**config.mk**
```make
export PLATFORM = sky130hd
export DESIGN_NAME = mbs_sequencer
export DESIGN_NICKNAME = d
export VERILOG_FILES = /design/src/mbs_pkg.sv /design/src/mbs_sequencer.sv /design/src/mbs_delay.sv
export SDC_FILE = /design/constraint.sdc
export NUM_CORES = 1
export LEC_CHECK = 0
export BUFFER_PORTS_ARGS = -buffer_cell sky130_fd_sc_hd__buf_2
export CELL_PAD_IN_SITES_DETAIL_PLACEMENT = 0
export CELL_PAD_IN_SITES_GLOBAL_PLACEMENT = 1
export CORE_UTILIZATION = 45
export DETAILED_ROUTE_END_ITERATION = 12
export PLACE_DENSITY = 0.73
export SYNTH_ARGS = -nofsm -noshare
export SYNTH_HDL_FRONTEND = slang
export SYNTH_HIERARCHICAL = 1
export SYNTH_SLANG_ARGS = --single-unit
```
**constraint.sdc**
```tcl
create_clock -name core_clk -period 7.5 [get_ports core_clk]
set_input_delay 0.375 -clock core_clk [delete_from_list [all_inputs] [get_ports core_clk]]
set_output_delay 0.375 -clock core_clk [all_outputs]
set_load 0.02 [all_outputs]
```
**src/mbs_pkg.sv**
```systemverilog
// Package of constants for the mains bypass switch sequencer.
// Assumes a single 50 MHz core clock; all delays counted in that clock.
// How it works
// - Select falling cuts output stage gating at the next clock edge.
// - Select falling drops input and output contactor drives at once.
// - After 0.2 s plus restart wait, close mains contactor if run present.
// - Select rising closes input contactor drive at once.
// - Select rising opens mains contactor drive at once.
// - Output contactor closes 0.2 s after input contactor plus main-circuit ready.
// - After 0.2 s plus restart wait, resync to mains frequency, resume own drive.
// - Alarm setting 0 stops on alarm in MBS_OWN_RUN only; 1 switches automatically to mains.
// - Sequence works when input contactor is unused and power stays on.
// - Sequence keeps working after an internal alarm unless device failed.
// - Sequence active only when a select and both needed drives are assigned.
package mbs_pkg;
   localparam int unsigned CLK_HZ = 50_000_000;
   localparam int unsigned FIXED_DELAY_MS = 200;
   localparam int unsigned FIXED_DELAY_CYC = CLK_HZ / 1000 * FIXED_DELAY_MS;
   localparam int unsigned WAIT_W = 16;
   localparam int unsigned WAIT_UNIT_MS = 100;
   localparam int unsigned WAIT_UNIT_CYC = CLK_HZ / 1000 * WAIT_UNIT_MS;
   localparam int unsigned CNT_W = 40;
   localparam logic RESET_DRIVE = 1'b0;

   typedef enum logic [2:0] {
      MBS_IDLE = 3'b000,
      MBS_MAINS_WAIT = 3'b001,
      MBS_MAINS_ON = 3'b010,
      MBS_OUT_WAIT = 3'b011,
      MBS_RESYNC_WAIT = 3'b100,
      MBS_OWN_RUN = 3'b101
   } mbs_state_type;
endpackage

```
**src/mbs_sequencer.sv**
```systemverilog
// Mains bypass switch sequencer: drives input, output and mains contactors.
// Assumes all inputs synchronous to core_clk; interlock is external.
`timescale 1ns/1ps
`default_nettype none
module mbs_sequencer
   import mbs_pkg::*;
(
   input wire logic core_clk,
   input wire logic reset_n,
   input wire logic selectOwnDrive50hz,
   input wire logic selectOwnDrive60hz,
   input wire logic seqEnable,
   input wire logic runCommand,
   input wire logic mainCircuitReady,
   input wire logic [WAIT_W-1:0] restartWaitTime,
   input wire logic alarmSwitchoverSelect,
   input wire logic alarmActive,
   input wire logic deviceFailed,
   input wire logic resyncDone,
   output logic inputContactorDrive,
   output logic outputContactorDrive,
   output logic mainsContactorDrive,
   output logic gateEnable,
   output logic resyncRequest,
   output logic freq60hz
);
   mbs_state_type state_q;
   logic selRaw;
   logic sel_q;
   logic selRise;
   logic selFall;
   logic alarmDrop;
   logic toMains;
   logic toOwn;
   logic delayStart;
   logic delayDone;
   logic [CNT_W-1:0] delayLoad;
   logic [CNT_W-1:0] waitCyc;

   // Alarm with switchover set and device not failed is treated like the select dropping
   assign selRaw = (selectOwnDrive50hz | selectOwnDrive60hz) & seqEnable;
   assign alarmDrop = alarmActive & alarmSwitchoverSelect & !deviceFailed;
   assign selRise = selRaw & !sel_q & !alarmDrop;
   assign selFall = sel_q & (!selRaw | alarmDrop);
   assign toMains = selFall;
   assign toOwn = selRise;
   assign waitCyc = CNT_W'(restartWaitTime) * CNT_W'(WAIT_UNIT_CYC);

   always_ff @(posedge core_clk or negedge reset_n) begin
      if (!reset_n) begin
         sel_q <= 1'b0;
      end else if (alarmDrop) begin
         sel_q <= 1'b0;
      end else begin
         sel_q <= selRaw;
      end
   end

   // Delay loads: fixed part plus restart wait for mains and resync delays
   always_comb begin
      delayStart = 1'b0;
      delayLoad = CNT_W'(FIXED_DELAY_CYC);
      if (toMains) begin
         delayStart = 1'b1;
         delayLoad = CNT_W'(FIXED_DELAY_CYC) + waitCyc;
      end else if (toOwn) begin
         delayStart = 1'b1;
         delayLoad = CNT_W'(FIXED_DELAY_CYC);
      end else if (state_q == MBS_OUT_WAIT && delayDone && mainCircuitReady) begin
         delayStart = 1'b1;
         delayLoad = CNT_W'(FIXED_DELAY_CYC) + waitCyc;
      end
   end

   mbs_delay u_delay (
      .core_clk(core_clk),
      .reset_n(reset_n),
      .start(delayStart),
      .loadValue(delayLoad),
      .done(delayDone)
   );

   always_ff @(posedge core_clk or negedge reset_n) begin
      if (!reset_n) begin
         state_q <= MBS_IDLE;
      end else if (toMains) begin
         state_q <= MBS_MAINS_WAIT;
      end else if (toOwn) begin
         state_q <= MBS_OUT_WAIT;
      end else begin
         unique case (state_q)
            MBS_IDLE: begin
               state_q <= MBS_IDLE;
            end
            MBS_MAINS_WAIT: begin
               // Run absent at expiry: park in MBS_IDLE with mains open
               if (delayDone) begin
                  state_q <= runCommand ? MBS_MAINS_ON : MBS_IDLE;
               end
            end
            MBS_MAINS_ON: begin
               state_q <= MBS_MAINS_ON;
            end
            MBS_OUT_WAIT: begin
               // Input contactor may be unused; ready input alone gates progress
               if (delayDone && mainCircuitReady) begin
                  state_q <= MBS_RESYNC_WAIT;
               end
            end
            MBS_RESYNC_WAIT: begin
               if (delayDone) begin
                  state_q <= MBS_OWN_RUN;
               end
            end
            MBS_OWN_RUN: begin
               if (alarmActive && !alarmSwitchoverSelect) begin
                  state_q <= MBS_IDLE;
               end
            end
            default: begin
               state_q <= MBS_IDLE;
            end
         endcase
      end
   end

   always_ff @(posedge core_clk or negedge reset_n) begin
      if (!reset_n) begin
         gateEnable <= RESET_DRIVE;
         resyncRequest <= RESET_DRIVE;
      end else if (toMains) begin
         gateEnable <= 1'b0;
         resyncRequest <= 1'b0;
      end else if (state_q == MBS_RESYNC_WAIT && delayDone) begin
         resyncRequest <= 1'b1;
      end else if (state_q == MBS_OWN_RUN && alarmActive && !alarmSwitchoverSelect) begin
         // Alarm stop wins over a resync answer in the same cycle
         gateEnable <= 1'b0;
         resyncRequest <= 1'b0;
      end else if (resyncRequest && resyncDone) begin
         resyncRequest <= 1'b0;
         gateEnable <= 1'b1;
      end
   end

   always_ff @(posedge core_clk or negedge reset_n) begin
      if (!reset_n) begin
         inputContactorDrive <= RESET_DRIVE;
         outputContactorDrive <= RESET_DRIVE;
         mainsContactorDrive <= RESET_DRIVE;
      end else if (toMains) begin
         inputContactorDrive <= 1'b0;
         outputContactorDrive <= 1'b0;
      end else if (toOwn) begin
         inputContactorDrive <= 1'b1;
         mainsContactorDrive <= 1'b0;
      end else if (state_q == MBS_MAINS_WAIT && delayDone && runCommand) begin
         mainsContactorDrive <= 1'b1;
      end else if (state_q == MBS_OUT_WAIT && delayDone && mainCircuitReady) begin
         outputContactorDrive <= 1'b1;
      end
   end

   always_ff @(posedge core_clk or negedge reset_n) begin
      if (!reset_n) begin
         freq60hz <= 1'b0;
      end else if (toOwn) begin
         freq60hz <= selectOwnDrive60hz;
      end
   end
endmodule
`default_nettype wire

```
**src/mbs_delay.sv**
```systemverilog
// Down-counting delay timer for the sequencer.
// Assumes start pulses come from the sequencer on core_clk.
`timescale 1ns/1ps
`default_nettype none
module mbs_delay
   import mbs_pkg::*;
(
   input wire logic core_clk,
   input wire logic reset_n,
   input wire logic start,
   input wire logic [CNT_W-1:0] loadValue,
   output logic done
);
   logic [CNT_W-1:0] count_q;
   logic running_q;

   always_ff @(posedge core_clk or negedge reset_n) begin
      if (!reset_n) begin
         count_q <= '0;
         running_q <= 1'b0;
      end else if (start) begin
         // Restart on every start so a select change mid-wait begins afresh
         count_q <= loadValue;
         running_q <= 1'b1;
      end else if (count_q != '0) begin
         count_q <= count_q - 1'b1;
      end
   end

   // Expiry holds until next start, so a late ready is not missed
   // Start kept out of done: avoids a combinational loop via the caller
   assign done = running_q && (count_q == '0);
endmodule
`default_nettype wire

```
* Word level (Yosys, flattened, before mapping)
Cells that the tools add are included.
** Word-level totals
- Word-level logic and storage cells :: 95
- Register bits :: 51
- Input port bits :: 27
** Cells by class
- Bitwise gates (word level) :: 9
- Multipliers :: 1
- Multiplexer cells :: 33
- $add $sub $neg :: 2
- Reduce and logical (&&, ||, !) cells :: 28
- Equal/unequal tests :: 12
** Operators by type and width (number)
- 2-to-1 mux 40 bit :: 5
- adder 24 x 39 -> 40 bit, first input constant :: 1
- zero test 40 bit :: 1
- nonzero test 40 bit :: 1
- subtractor 40 x 1 -> 40 bit, second input constant :: 1
- multiplier 16 x 17 -> 33 bit, second input constant :: 1
- 2-to-1 mux 1 bit :: 20
- 2-to-1 mux 3 bit :: 6
- one-hot mux 3 bit (5 select lines) :: 1
- inequality test 4 bit, second input constant :: 3
- logical AND 1 bit :: 11
- nonzero test 2 bit :: 4
- AND 1 bit :: 6
- == test 3 x 2 -> 1 bit, second input constant :: 2
- == test 3 bit, second input constant :: 2
- zero test 1 bit :: 5
- inequality test 2 bit, second input constant :: 2
- inequality test 4 x 3 -> 1 bit, second input constant :: 1
- AND reduction 2 bit :: 2
- AND reduction 4 bit :: 1
- nonzero test 4 bit :: 1
- == test 3 x 1 -> 1 bit, second input constant :: 1
- AND reduction 3 bit :: 1
- nonzero test 3 bit :: 1
- 4 further kinds :: 5

* Logic depth before layout (Yosys ltp)
Gate-level depths: netlist (run 1).
- Depth in word-level cells :: 8
- Mapped depth :: 26
- Depth with buffers taken out :: 25

* Modules after synthesis
Netlist (run 1), hierarchy kept.
** Modules (own cells, without submodules)
- mbs_sequencer :: area an instance 6672.6 µm², times used 1, cells each 760
- mbs_delay :: area an instance 2502.4 µm², times used 1, cells each 291

* Worst setup path after synthesis (run 1)
Ideal clock, no wire load.
- Kind :: in2reg
- Start point :: input restartWaitTime[14]
- End point :: register u_delay.count_q[39]
- Buffers on the path :: 1
- Data required time :: 7414 ps
- Setup slack :: 1020 ps
- Arrival time :: 6394 ps
- Stages :: 24
- Cell sequence :: inv_1 > ha_1 > inv_1 > fa_1 > fa_1 > fa_1 > fa_1 > inv_1 > fa_1 > inv_1 > ha_1 > buf_6 > a21oi_2 > a21oi_1 > o32ai_2 > o21ai_4 > xor2_2 > nand2b_4 > or4_4 > or4b_1 > nor4_2 > inv_1 > mux2_2 > nor3_1
** On the way
- Cells in the longest elaborated chain, start to end :: 6
** RTL lines
- start, declared :: line mbs_sequencer.sv:15 : input wire logic [WAIT_W-1:0] restartWaitTime,
- multiplier 16 x 17 -> 33 bit * :: line mbs_sequencer.sv:47 : assign waitCyc = CNT_W'(restartWaitTime) * CNT_W'(WAIT_UNIT_CYC);
- adder 24 x 39 -> 40 bit * :: line mbs_sequencer.sv:65, mbs_sequencer.sv:71
- 2-to-1 mux 40 bit :: line mbs_sequencer.sv:69 : end else if (state_q == MBS_OUT_WAIT && delayDone && mainCircuitReady) begin
- 2-to-1 mux 40 bit :: line mbs_sequencer.sv:66 : end else if (toOwn) begin
- 2-to-1 mux 40 bit * :: line mbs_sequencer.sv:63 : if (toMains) begin
- net delayLoad[39] :: line mbs_sequencer.sv:37 : logic [CNT_W-1:0] delayLoad;
- 2-to-1 mux 40 bit * :: line mbs_delay.sv:21 : end else if (start) begin
- end signal, assigned :: line mbs_delay.sv:23 : count_q <= loadValue;
- end signal, assigned :: line mbs_delay.sv:26 : count_q <= count_q - 1'b1;
- end, declared :: line mbs_delay.sv:14 : logic [CNT_W-1:0] count_q;
The timed path passes the listed nets; every way through them passes the cells marked *.
A chain may end at the register's enable or synchronous reset.

* Final worst setup path (run 1)
Ends and elaborated chain as after synthesis.

==> results of run 1 <==
sequential cells by signal, summed over array words and instances (netlist names):
name,count
freq60hz,1
state_q,3
inputContactorDrive,1
outputContactorDrive,1
mainsContactorDrive,1
resyncRequest,1
u_delay/count_q,40
gateEnable,1
u_delay/running_q,1
sel_q,1
worst max-delay path by stage:
stage	start	to	depth (start not counted)
final	restartWaitTime[14]	u_delay/count_q[39]$_DFFE_PN0P_	24
after global routing	restartWaitTime[14]	u_delay/count_q[39]$_DFFE_PN0P_	24
after CTS	restartWaitTime[14]	u_delay/count_q[39]$_DFFE_PN0P_	24
after detailed placement	restartWaitTime[14]	u_delay/count_q[39]$_DFFE_PN0P_	24
after global placement	restartWaitTime[14]	u_delay/count_q[39]$_DFFE_PN0P_	24
after floorplan	restartWaitTime[14]	u_delay/count_q[39]$_DFFE_PN0P_	24
metrics by stage:
| step | cells | utilization [%] | worst slack (ns) |
|---|---|---|---|
| 2_1_floorplan | 1056 | - | 1.020 |
| 3_3_place_gp | 1325 | 48.47 | 0.4762 |
| 3_5_place_dp | 1325 | 48.47 | 0.3916 |
| 4_1_cts | 1332 | 49.30 | 0.6856 |
| 5_1_grt | 1332 | 49.30 | 0.3177 |
| 6_report | 1332 | 49.30 | 0.6877 |
cell usage after synthesis, types with 9 or more instances:
master	instances
or4_1	10
xnor2_1	32
or2_2	11
or3_1	14
clkbuf_1	22
ha_1	156
dfrtp_1	51
xor2_1	23
o21ai_0	28
nor3_1	30
nor2b_1	9
a31oi_1	11
a21oi_1	41
nand2_1	82
nor2_1	68
nand4_1	16
inv_1	119
nor4_1	21
and2_1	11
nand3_1	26
o21ai_1	21
fa_1	61
a21o_1	15
layer usage:
| layer | vias to the layer above | wire, µm | track usage, % |
|---|---|---|---|
| met5 | - | 0 | 0 |
| met4 | 0 | 430 | 6.814 |
| met3 | 26 | 320 | 1.086 |
| met2 | 87 | 10760 | 39.55 |
| met1 | 3459 | 10710 | 30.52 |
| li1 | 3746 | - | - |
layout make-up:
type	count	area, µm²	area share (%)
Clock inverter	2	37.54	0.3862
Sequential cell	51	1276	13.13
Inverter	119	446.7	4.595
Clock buffer	5	125.1	1.287
Timing Repair Buffer	38	205.2	2.111
Multi-Input combinational cell	852	7298	75.08
Tap cell	265	331.6	3.411
kinds of logic (layout without fill, tap and decap cells):
group | after synthesis | count (layout) | synth area share, %
AND/OR/NAND/NOR | 352 | 352 | 20.86
adder cells (fa/ha/maj) | 219 | 219 | 34.80
AO/OA/AOI/OAI | 208 | 208 | 16.73
buffers and inverters | 153 | 164 | 6.778
XOR/XNOR | 59 | 59 | 5.959
flip-flops | 51 | 51 | 13.91
multiplexers | 8 | 8 | 0.9137
other | 1 | 6 | 0.04087
==> run_results.csv, run 1 <==
group,metric,value,unit
detailed_routing,drt.antenna.violating_nets,0,
finish,layout-drive-gt1-share,11.15,%
setup_path,r2r_start,"u_delay/count_q[4]$_DFFE_PN0P_",
clocking,postCtsSetupRepairBufs,0,
floorplanning,core,0.01972,mm²
timing,max_freq,146.8,MHz
timing,min_period,6.812,ns
clocking,worstSkewPairLatency,0.30,ns
finish,num_antenna_cells,0,
timing,maxSlewViolCount,0,
detailed_routing,dr.pass1.iters,5,
finish,final_nets,1311,
timing,worstMarginPinSlew,0.9649,ns
timing,hold_viol_final,0,
finish,layout_commonest_cell,"ha_1",
setup_path,critical_path.max_fanout,9,
flow_run,maxCapViolCount,0,
floorplanning,ios,33,
setup_path,path_class,"input port to register",
global_route,grt_pass1_wl,37.49,mm
setup_path,cp_top_family,"adder cells",
clocking,numCtsBuffers,5,
finish,fill_cells,1921,
timing,tns,0,ns
synth,synth_area,0.009175,mm²
synth,synth-main-ff-cell,"dfrtp_1",
global_route,grt_max_degree,52,
placed_design,place_congestion,0.8649,
finish,layout_common_cells,"156 x ha_1, 119 x inv_1, 81 x nand2_1, 68 x nor2_1, 61 x fa_1",
floorplanning,die_w,144.8,µm
setup_path,critPathArrivalTime,7.01,ns
synth,synth_top_area_share,21.27,%
floorplanning,die-area,0.02096,mm²
detailed_routing,routed_wl,22.22,mm
global_route,grt_antenna_before_repair,0,
placed_design,place.port_buffers,32,
placed_design,placed_cell_area,0.009558,mm²
clocking,postCtsHoldBufs,0,
clocking,cts.sinks,51,
clocking,path_clk_slew,0.07,ns
global_route,overflow,0,
setup_path,timing.rr.end,"u_delay/count_q[35]$_DFFE_PN0P_",
placed_design,place_hpwl,18.35,mm
timing,period_share,90.83,%
detailed_routing,via_per_inst,5.494,
synth,avgSynthCellArea,8.730,µm²
synth,synthCells,1051,
detailed_routing,wire_per_inst,16.68,µm
setup_path,worstSetupEndpointType,"register",
setup_path,crit_buf_inv,6,
synth,yosys.area.top_type,"ha_1",
synth,yosysSeqAreaShare,13.91,%
global_route,grt_util_all_layers,22.79,%
setup_path,reg2reg_slack,2.87,ns
detailed_routing,drt_iter0_markers,303,
setup_path,start_kind,"input port",
finish,final_area,0.009721,mm²
clocking,ctsRootBufferMaster,"clkbuf_16",
floorplanning,start_util,46.53,%
detailed_routing,vias,7318,
floorplanning,num_rows,51,
synth,yosysUniqueCellTypes,100,
global_route,grt_pass1_vias,7368,
synth,yosys_register_bits,51,
outcome,status,"completed",
timing,rsz0062_at_grt,"false",
clocking,htreeDepth,2,
setup_path,r2r_cells,14,
setup_path,cpPeakStageDelay,0.54,ns
timing,whs,0.1928,ns
clocking,post_cts_resize_count,0,
synth,synth_edf_count,0,
clocking,tritoncts,"built",
detailed_routing,drc_errors,0,
synth,synth-async-reset-ratio,100.0,%
timing,finalSetupViolations,0,
floorplanning,fp.dieH,144.8,µm
setup_path,critical_path_required,7.70,ns
clocking,cts_max_path_buffers,2,
timing,slew_headroom,35.67,%
synth,yosysWarnings,6,
synth,synthTopCellsByArea,"ha_1 21%, dfrtp_1 14%, fa_1 13%, inv_1 4.9%, nand2_1 3.4%",
setup_path,critPathSlowestCell,"fa_1",
finish,area_growth,5.946,%
timing,finalClockSkew,0.009185,ns
setup_path,path_cells,"buf_2 > inv_1 > ha_1 > inv_1 > fa_1 > fa_1 > fa_1 > fa_1 > inv_1 > fa_1 > inv_1 > ha_1 > a21oi_2 > a21oi_1 > o32ai_2 > o21ai_4 > xor2_2 > nand2b_4 > or4_4 > or4b_1 > nor4_2 > inv_1 > mux2_2 > nor3_1",
hold_path,hp-class,"input port to asynchronous set/reset pin",
Power of run 1 is left out: the tool's default activity adds up to more than one toggle a clock period on the data nets, which glitch-free logic cannot reach.
==> inputs of run 2 (changes only) <==
- RECOVER_POWER: not set -> 100
==> run 2 against run 1 <==
The flow now finishes with violations (max-capacitance violations, max-slew violations). Via count is 0.11% higher. Non-clock buffer count stayed put. Critical endpoint unchanged. Wire length hardly changed. Hold slack better by 0.15 ns. Worst setup slack worse by 0.018 ns. Fmax is 0.27% lower. Global-route usage stayed put.
==> run_results.csv, run 2 (synthesized netlist as in run 1, its figures left out) <==
group,metric,value,unit
outcome,status,"finished with violations",
outcome,violations,"max-capacitance violations, max-slew violations",
setup_path,critical_path_required,7.70,ns
detailed_routing,drt_iter0_markers,329,
floorplanning,num_rows,51,
finish,largest_register,"u_delay/count_q",
clocking,tritoncts,"built",
clocking,post_cts_resize_count,0,
floorplanning,ios,33,
clocking,htreeDepth,2,
timing,min_period,6.831,ns
clocking,ctsRootBufferMaster,"clkbuf_16",
timing,finalSetupViolations,0,
setup_path,critical_path.max_fanout,9,
finish,final_nets,1311,
finish,layout-drive-gt1-share,9.653,%
setup_path,crit_buf_inv,6,
setup_path,cpPeakStageDelay,0.54,ns
placed_design,place_hpwl,18.35,mm
detailed_routing,drc_errors,0,
floorplanning,die-area,0.02096,mm²
finish,fill_cells,1938,
clocking,path_clk_slew,0.07,ns
hold_path,hp-class,"input port to register",
finish,num_antenna_cells,0,
timing,maxSlewViolCount,52,
timing,worstMarginPinSlew,2.775,ns
placed_design,place_congestion,0.8649,
detailed_routing,drt.antenna.violating_nets,0,
setup_path,critPathSlowestCell,"fa_1",
detailed_routing,wire_per_inst,16.67,µm
setup_path,cp_top_family,"adder cells",
finish,final_core_util,48.96,%
clocking,postCtsSetupRepairBufs,0,
timing,hold_viol_final,0,
placed_design,place.port_buffers,32,
timing,fin_ws,0.6692,ns
global_route,overflow,0,
detailed_routing,routed_wl,22.21,mm
detailed_routing,via_per_inst,5.500,
setup_path,worstSetupEndpointType,"register",
timing,rsz0062_at_grt,"false",
finish,area_growth,5.223,%
clocking,cts.sinks,51,
flow_run,maxCapViolCount,1,
floorplanning,start_util,46.53,%
finish,largest_register_ff_count,40,
floorplanning,core,0.01972,mm²
detailed_routing,vias,7326,
finish,layout_common_cells,"156 x ha_1, 119 x inv_1, 82 x nand2_1, 68 x nor2_1, 61 x fa_1",
global_route,grt_antenna_before_repair,0,
clocking,postCtsHoldBufs,0,
timing,tns,0,ns
setup_path,r2r_start,"u_delay/count_q[4]$_DFFE_PN0P_",
floorplanning,die_w,144.8,µm
setup_path,timing.rr.end,"u_delay/count_q[39]$_DFFE_PN0P_",
global_route,grt_util_all_layers,22.79,%
timing,period_share,91.08,%
clocking,cts_max_path_buffers,2,
clocking,worstSkewPairLatency,0.30,ns
timing,slew_headroom,-84.97,%
finish,largestRegisters,"u_delay/count_q x40, state_q x3",
setup_path,path_class,"input port to register",
placed_design,dpl_worst_slack,0.3916,ns
setup_path,start_kind,"input port",
setup_path,crit_start,"restartWaitTime[14]",
finish,seq_area,0.001276,mm²
floorplanning,fp.dieH,144.8,µm
setup_path,path_cells,"buf_2 > inv_1 > ha_1 > inv_1 > fa_1 > fa_1 > fa_1 > fa_1 > inv_1 > fa_1 > inv_1 > ha_1 > a21oi_2 > a21oi_1 > o32ai_2 > o21ai_4 > xor2_2 > nand2b_4 > or4_4 > or4b_1 > nor4_2 > inv_1 > mux2_2 > nor3_1",
setup_path,r2r_cells,10,
global_route,grt_max_degree,52,
finish,layout_commonest_cell,"ha_1",
global_route,grt_pass1_wl,37.49,mm
timing,finalClockSkew,0.008493,ns
clocking,numCtsBuffers,5,
timing,max_freq,146.4,MHz
setup_path,critPathArrivalTime,7.03,ns
detailed_routing,dr.pass1.iters,4,
setup_path,worst-path-stages,24,
setup_path,critical_path.endpoint,"u_delay/count_q[39]$_DFFE_PN0P_",
global_route,grt_pass1_vias,7368,
setup_path,reg2reg_slack,2.03,ns
finish,multiInputGateArea,0.007252,mm²
-- run 2: area by class of cell --
type | count | share of cell area, %
flip-flops and latches | 51 | 13.22
repair buffers | 38 | 1.918
clock buffers | 5 | 1.296
multi-input cells | 852 | 75.12
clock inverters | 2 | 0.3888
well taps | 265 | 3.434
inverters | 119 | 4.627
-- run 2: worst min-delay path by stage --
stage / startpoint / end / slack, ns / cells after the start
floorplan: reset_n / freq60hz$_DFFE_PN0P_ / 0.08 / 0
global placement: u_delay/running_q$_DFFE_PN0P_ / u_delay/running_q$_DFFE_PN0P_ / 0.45 / 1
detailed placement: u_delay/running_q$_DFFE_PN0P_ / u_delay/running_q$_DFFE_PN0P_ / 0.45 / 1
CTS: reset_n / inputContactorDrive$_DFFE_PN0N_ / 0.23 / 2
global route: selectOwnDrive60hz / freq60hz$_DFFE_PN0P_ / 0.34 / 2
finish: selectOwnDrive60hz / freq60hz$_DFFE_PN0P_ / 0.34 / 2
-- run 2: through the flow --
stage / std cells / area (µm²) / hold WS [ns]
2_1_floorplan: 1056 / 9194 / 0.07941
3_3_place_gp: 1325 / 9558 / 0.4509
3_5_place_dp: 1325 / 9558 / 0.4509
4_1_cts: 1332 / 9721 / 0.2305
5_1_grt: 1332 / 9654 / 0.3358
6_report: 1332 / 9654 / 0.3389
-- run 2: worst register-to-register path, cell delays in order (launching register included) --
cell and delay [ns]:
dfrtp_1 0.41, or4_1 0.66, nor4_1 0.58, nand4_1 0.29, nor2_1 0.37, nand3_1 0.14
or3_1 0.43, nand2_1 0.72, clkbuf_1 1.14, mux2_2 0.44, nor3_1 0.17
-- run 2: layer usage --
layer	up-vias	wire, µm	track usage [%]
met2	83	10730	39.55
met1	3470	10730	30.52
met5	-	0	0
met3	28	289	1.086
met4	0	458	6.814
li1	3745	-	-
Power of run 2 is left out for the same reason.
==> inputs of run 3 (changes only) <==
- CORE_UTILIZATION: 45 -> 54
- PLACE_DENSITY: 0.73 -> 0.85
- SETUP_SLACK_MARGIN: not set -> 0.15
- SKIP_LAST_GASP: not set -> 1
==> run 3 against run 2 <==
The flow still finishes with violations (max-capacitance violations, max-slew violations). Clock skew down 0.0041 ns. Critical path type unchanged. Via count grew 1.3%. Register-to-register slack improved by 0.07 ns. Non-clock buffer count unchanged. Utilization up 8.8 points. Sequential share of layout area increased by 0.11 points.
==> run_results.csv, run 3 (synthesized netlist as in run 1, its figures left out) <==
group,metric,value,unit
setup_path,start_kind,"input port",
global_route,grtUsageMet1,33.37,%
clocking,post_cts_resize_count,0,
timing,finalClockSkew,0.004417,ns
global_route,met2_usage,43.80,%
placed_design,place_congestion,0.8867,
floorplanning,ios,33,
detailed_routing,drt.antenna.violating_nets,0,
setup_path,cp_top_family,"adder cells",
timing,worstMarginPinSlew,2.739,ns
hold_path,hp-class,"input port to register",
timing,rsz0062_at_grt,"false",
global_route,overflow,0,
global_route,grt_util_met3,1.423,%
finish,largest_register_ff_count,40,
finish,layout_commonest_cell,"ha_1",
floorplanning,die-area,0.01752,mm²
flow_run,maxCapViolCount,1,
clocking,numCtsBuffers,5,
timing,fin_ws,0.5668,ns
finish,final_nets,1311,
clocking,worstSkewPairLatency,0.30,ns
clocking,tritoncts,"built",
clocking,cts_max_path_buffers,2,
setup_path,worstSetupEndpointType,"register",
detailed_routing,drc_errors,0,
timing,max_freq,144.2,MHz
detailed_routing,drt_iter0_markers,442,
setup_path,reg2reg_slack,2.10,ns
global_route,grt_pass1_vias,7224,
timing,finalSetupViolations,0,
timing,maxSlewViolCount,52,
outcome,status,"finished with violations",
clocking,htreeDepth,2,
finish,area_growth,4.337,%
setup_path,critPathSlowestCell,"a221oi_1",
finish,largestRegisters,"u_delay/count_q x40, state_q x3",
clocking,path_clk_slew,0.07,ns
global_route,grt_util_all_layers,25.03,%
placed_design,place_hpwl,17.53,mm
timing,min_period,6.933,ns
timing,slew_headroom,-82.58,%
clocking,postCtsHoldBufs,0,
timing,period_share,92.44,%
setup_path,path_class,"input port to register",
setup_path,critical_path.max_fanout,8,
clocking,ctsRootBufferMaster,"clkbuf_16",
global_route,grt_antenna_before_repair,0,
floorplanning,fp.dieH,132.4,µm
global_route,grt_pass1_wl,35.65,mm
floorplanning,num_rows,47,
setup_path,cpPeakStageDelay,0.59,ns
detailed_routing,routed_wl,21.35,mm
placed_design,place.port_buffers,32,
detailed_routing,vias,7419,
global_route,grt_most_used_layer,"met2",
floorplanning,die_w,132.4,µm
clocking,postCtsSetupRepairBufs,0,
timing,tns,0,ns
finish,largest_register,"u_delay/count_q",
floorplanning,core,0.01658,mm²
detailed_routing,via_per_inst,5.760,
clocking,cts.sinks,51,
global_route,grt_max_degree,52,
setup_path,critical_path_required,7.69,ns
setup_path,path_cells,"clkbuf_1 > inv_1 > ha_1 > inv_1 > fa_1 > ha_1 > ha_1 > inv_1 > fa_1 > fa_1 > inv_1 > ha_1 > o211ai_1 > a21oi_1 > nor3_1 > or3_4 > a221oi_1 > nor4_1 > or2_1 > or4_1 > a21oi_1 > nand2_1 > o31ai_1",
timing,hold_viol_final,0,
finish,layout_common_cells,"156 x ha_1, 119 x inv_1, 82 x nand2_1, 68 x nor2_1, 61 x fa_1",
finish,num_antenna_cells,0,
setup_path,critPathArrivalTime,7.13,ns
placed_design,dpl_worst_slack,0.3698,ns
floorplanning,start_util,55.33,%
finish,layout-drive-gt1-share,9.457,%
setup_path,crit_buf_inv,5,
detailed_routing,dr.pass1.iters,7,
detailed_routing,wire_per_inst,16.58,µm
outcome,violations,"max-capacitance violations, max-slew violations",
-- run 3: path summary, 6_finish.rpt --
| check | start | to | depth (start not counted) |
|---|---|---|---|
| min reg2reg | u_delay/running_q$_DFFE_PN0P_ | u_delay/running_q$_DFFE_PN0P_ | 1 |
| max in group asynchronous | reset_n | u_delay/count_q[13]$_DFFE_PN0P_ | 2 |
| min | selectOwnDrive60hz | freq60hz$_DFFE_PN0P_ | 2 |
| min in group asynchronous | reset_n | gateEnable$_DFFE_PN0P_ | 2 |
| max | restartWaitTime[5] | u_delay/count_q[36]$_DFFE_PN0P_ | 23 |
| max reg2reg | u_delay/count_q[4]$_DFFE_PN0P_ | u_delay/count_q[4]$_DFFE_PN0P_ | 11 |
-- run 3: cell type report --
type,instances,area (µm²)
multi-input cells,852,7249
fillers,1590,7010
flip-flops and latches,51,1276
inverters,119,446.7
well taps,220,275.3
repair buffers,38,183.9
clock buffers,6,128.9
clock inverters,2,12.51
-- run 3: routing by layer --
layer  wire, µm  up-vias
li1           -     3753
met1      10210     3515
met2      10350      117
met3        355       34
met4        437        0
met5          0        -
-- run 3: metrics by stage --
stage | util, % | cells | area (µm²) | hold slack [ns]
floorplan | - | 1056 | 9194 | 0.07941
global placement | 57.30 | 1280 | 9502 | 0.4485
detailed placement | 57.30 | 1280 | 9502 | 0.4544
CTS | 58.15 | 1288 | 9643 | 0.2143
global route | 57.73 | 1288 | 9573 | 0.3577
finish | 57.73 | 1288 | 9573 | 0.3311
Power of run 3 is left out for the same reason.
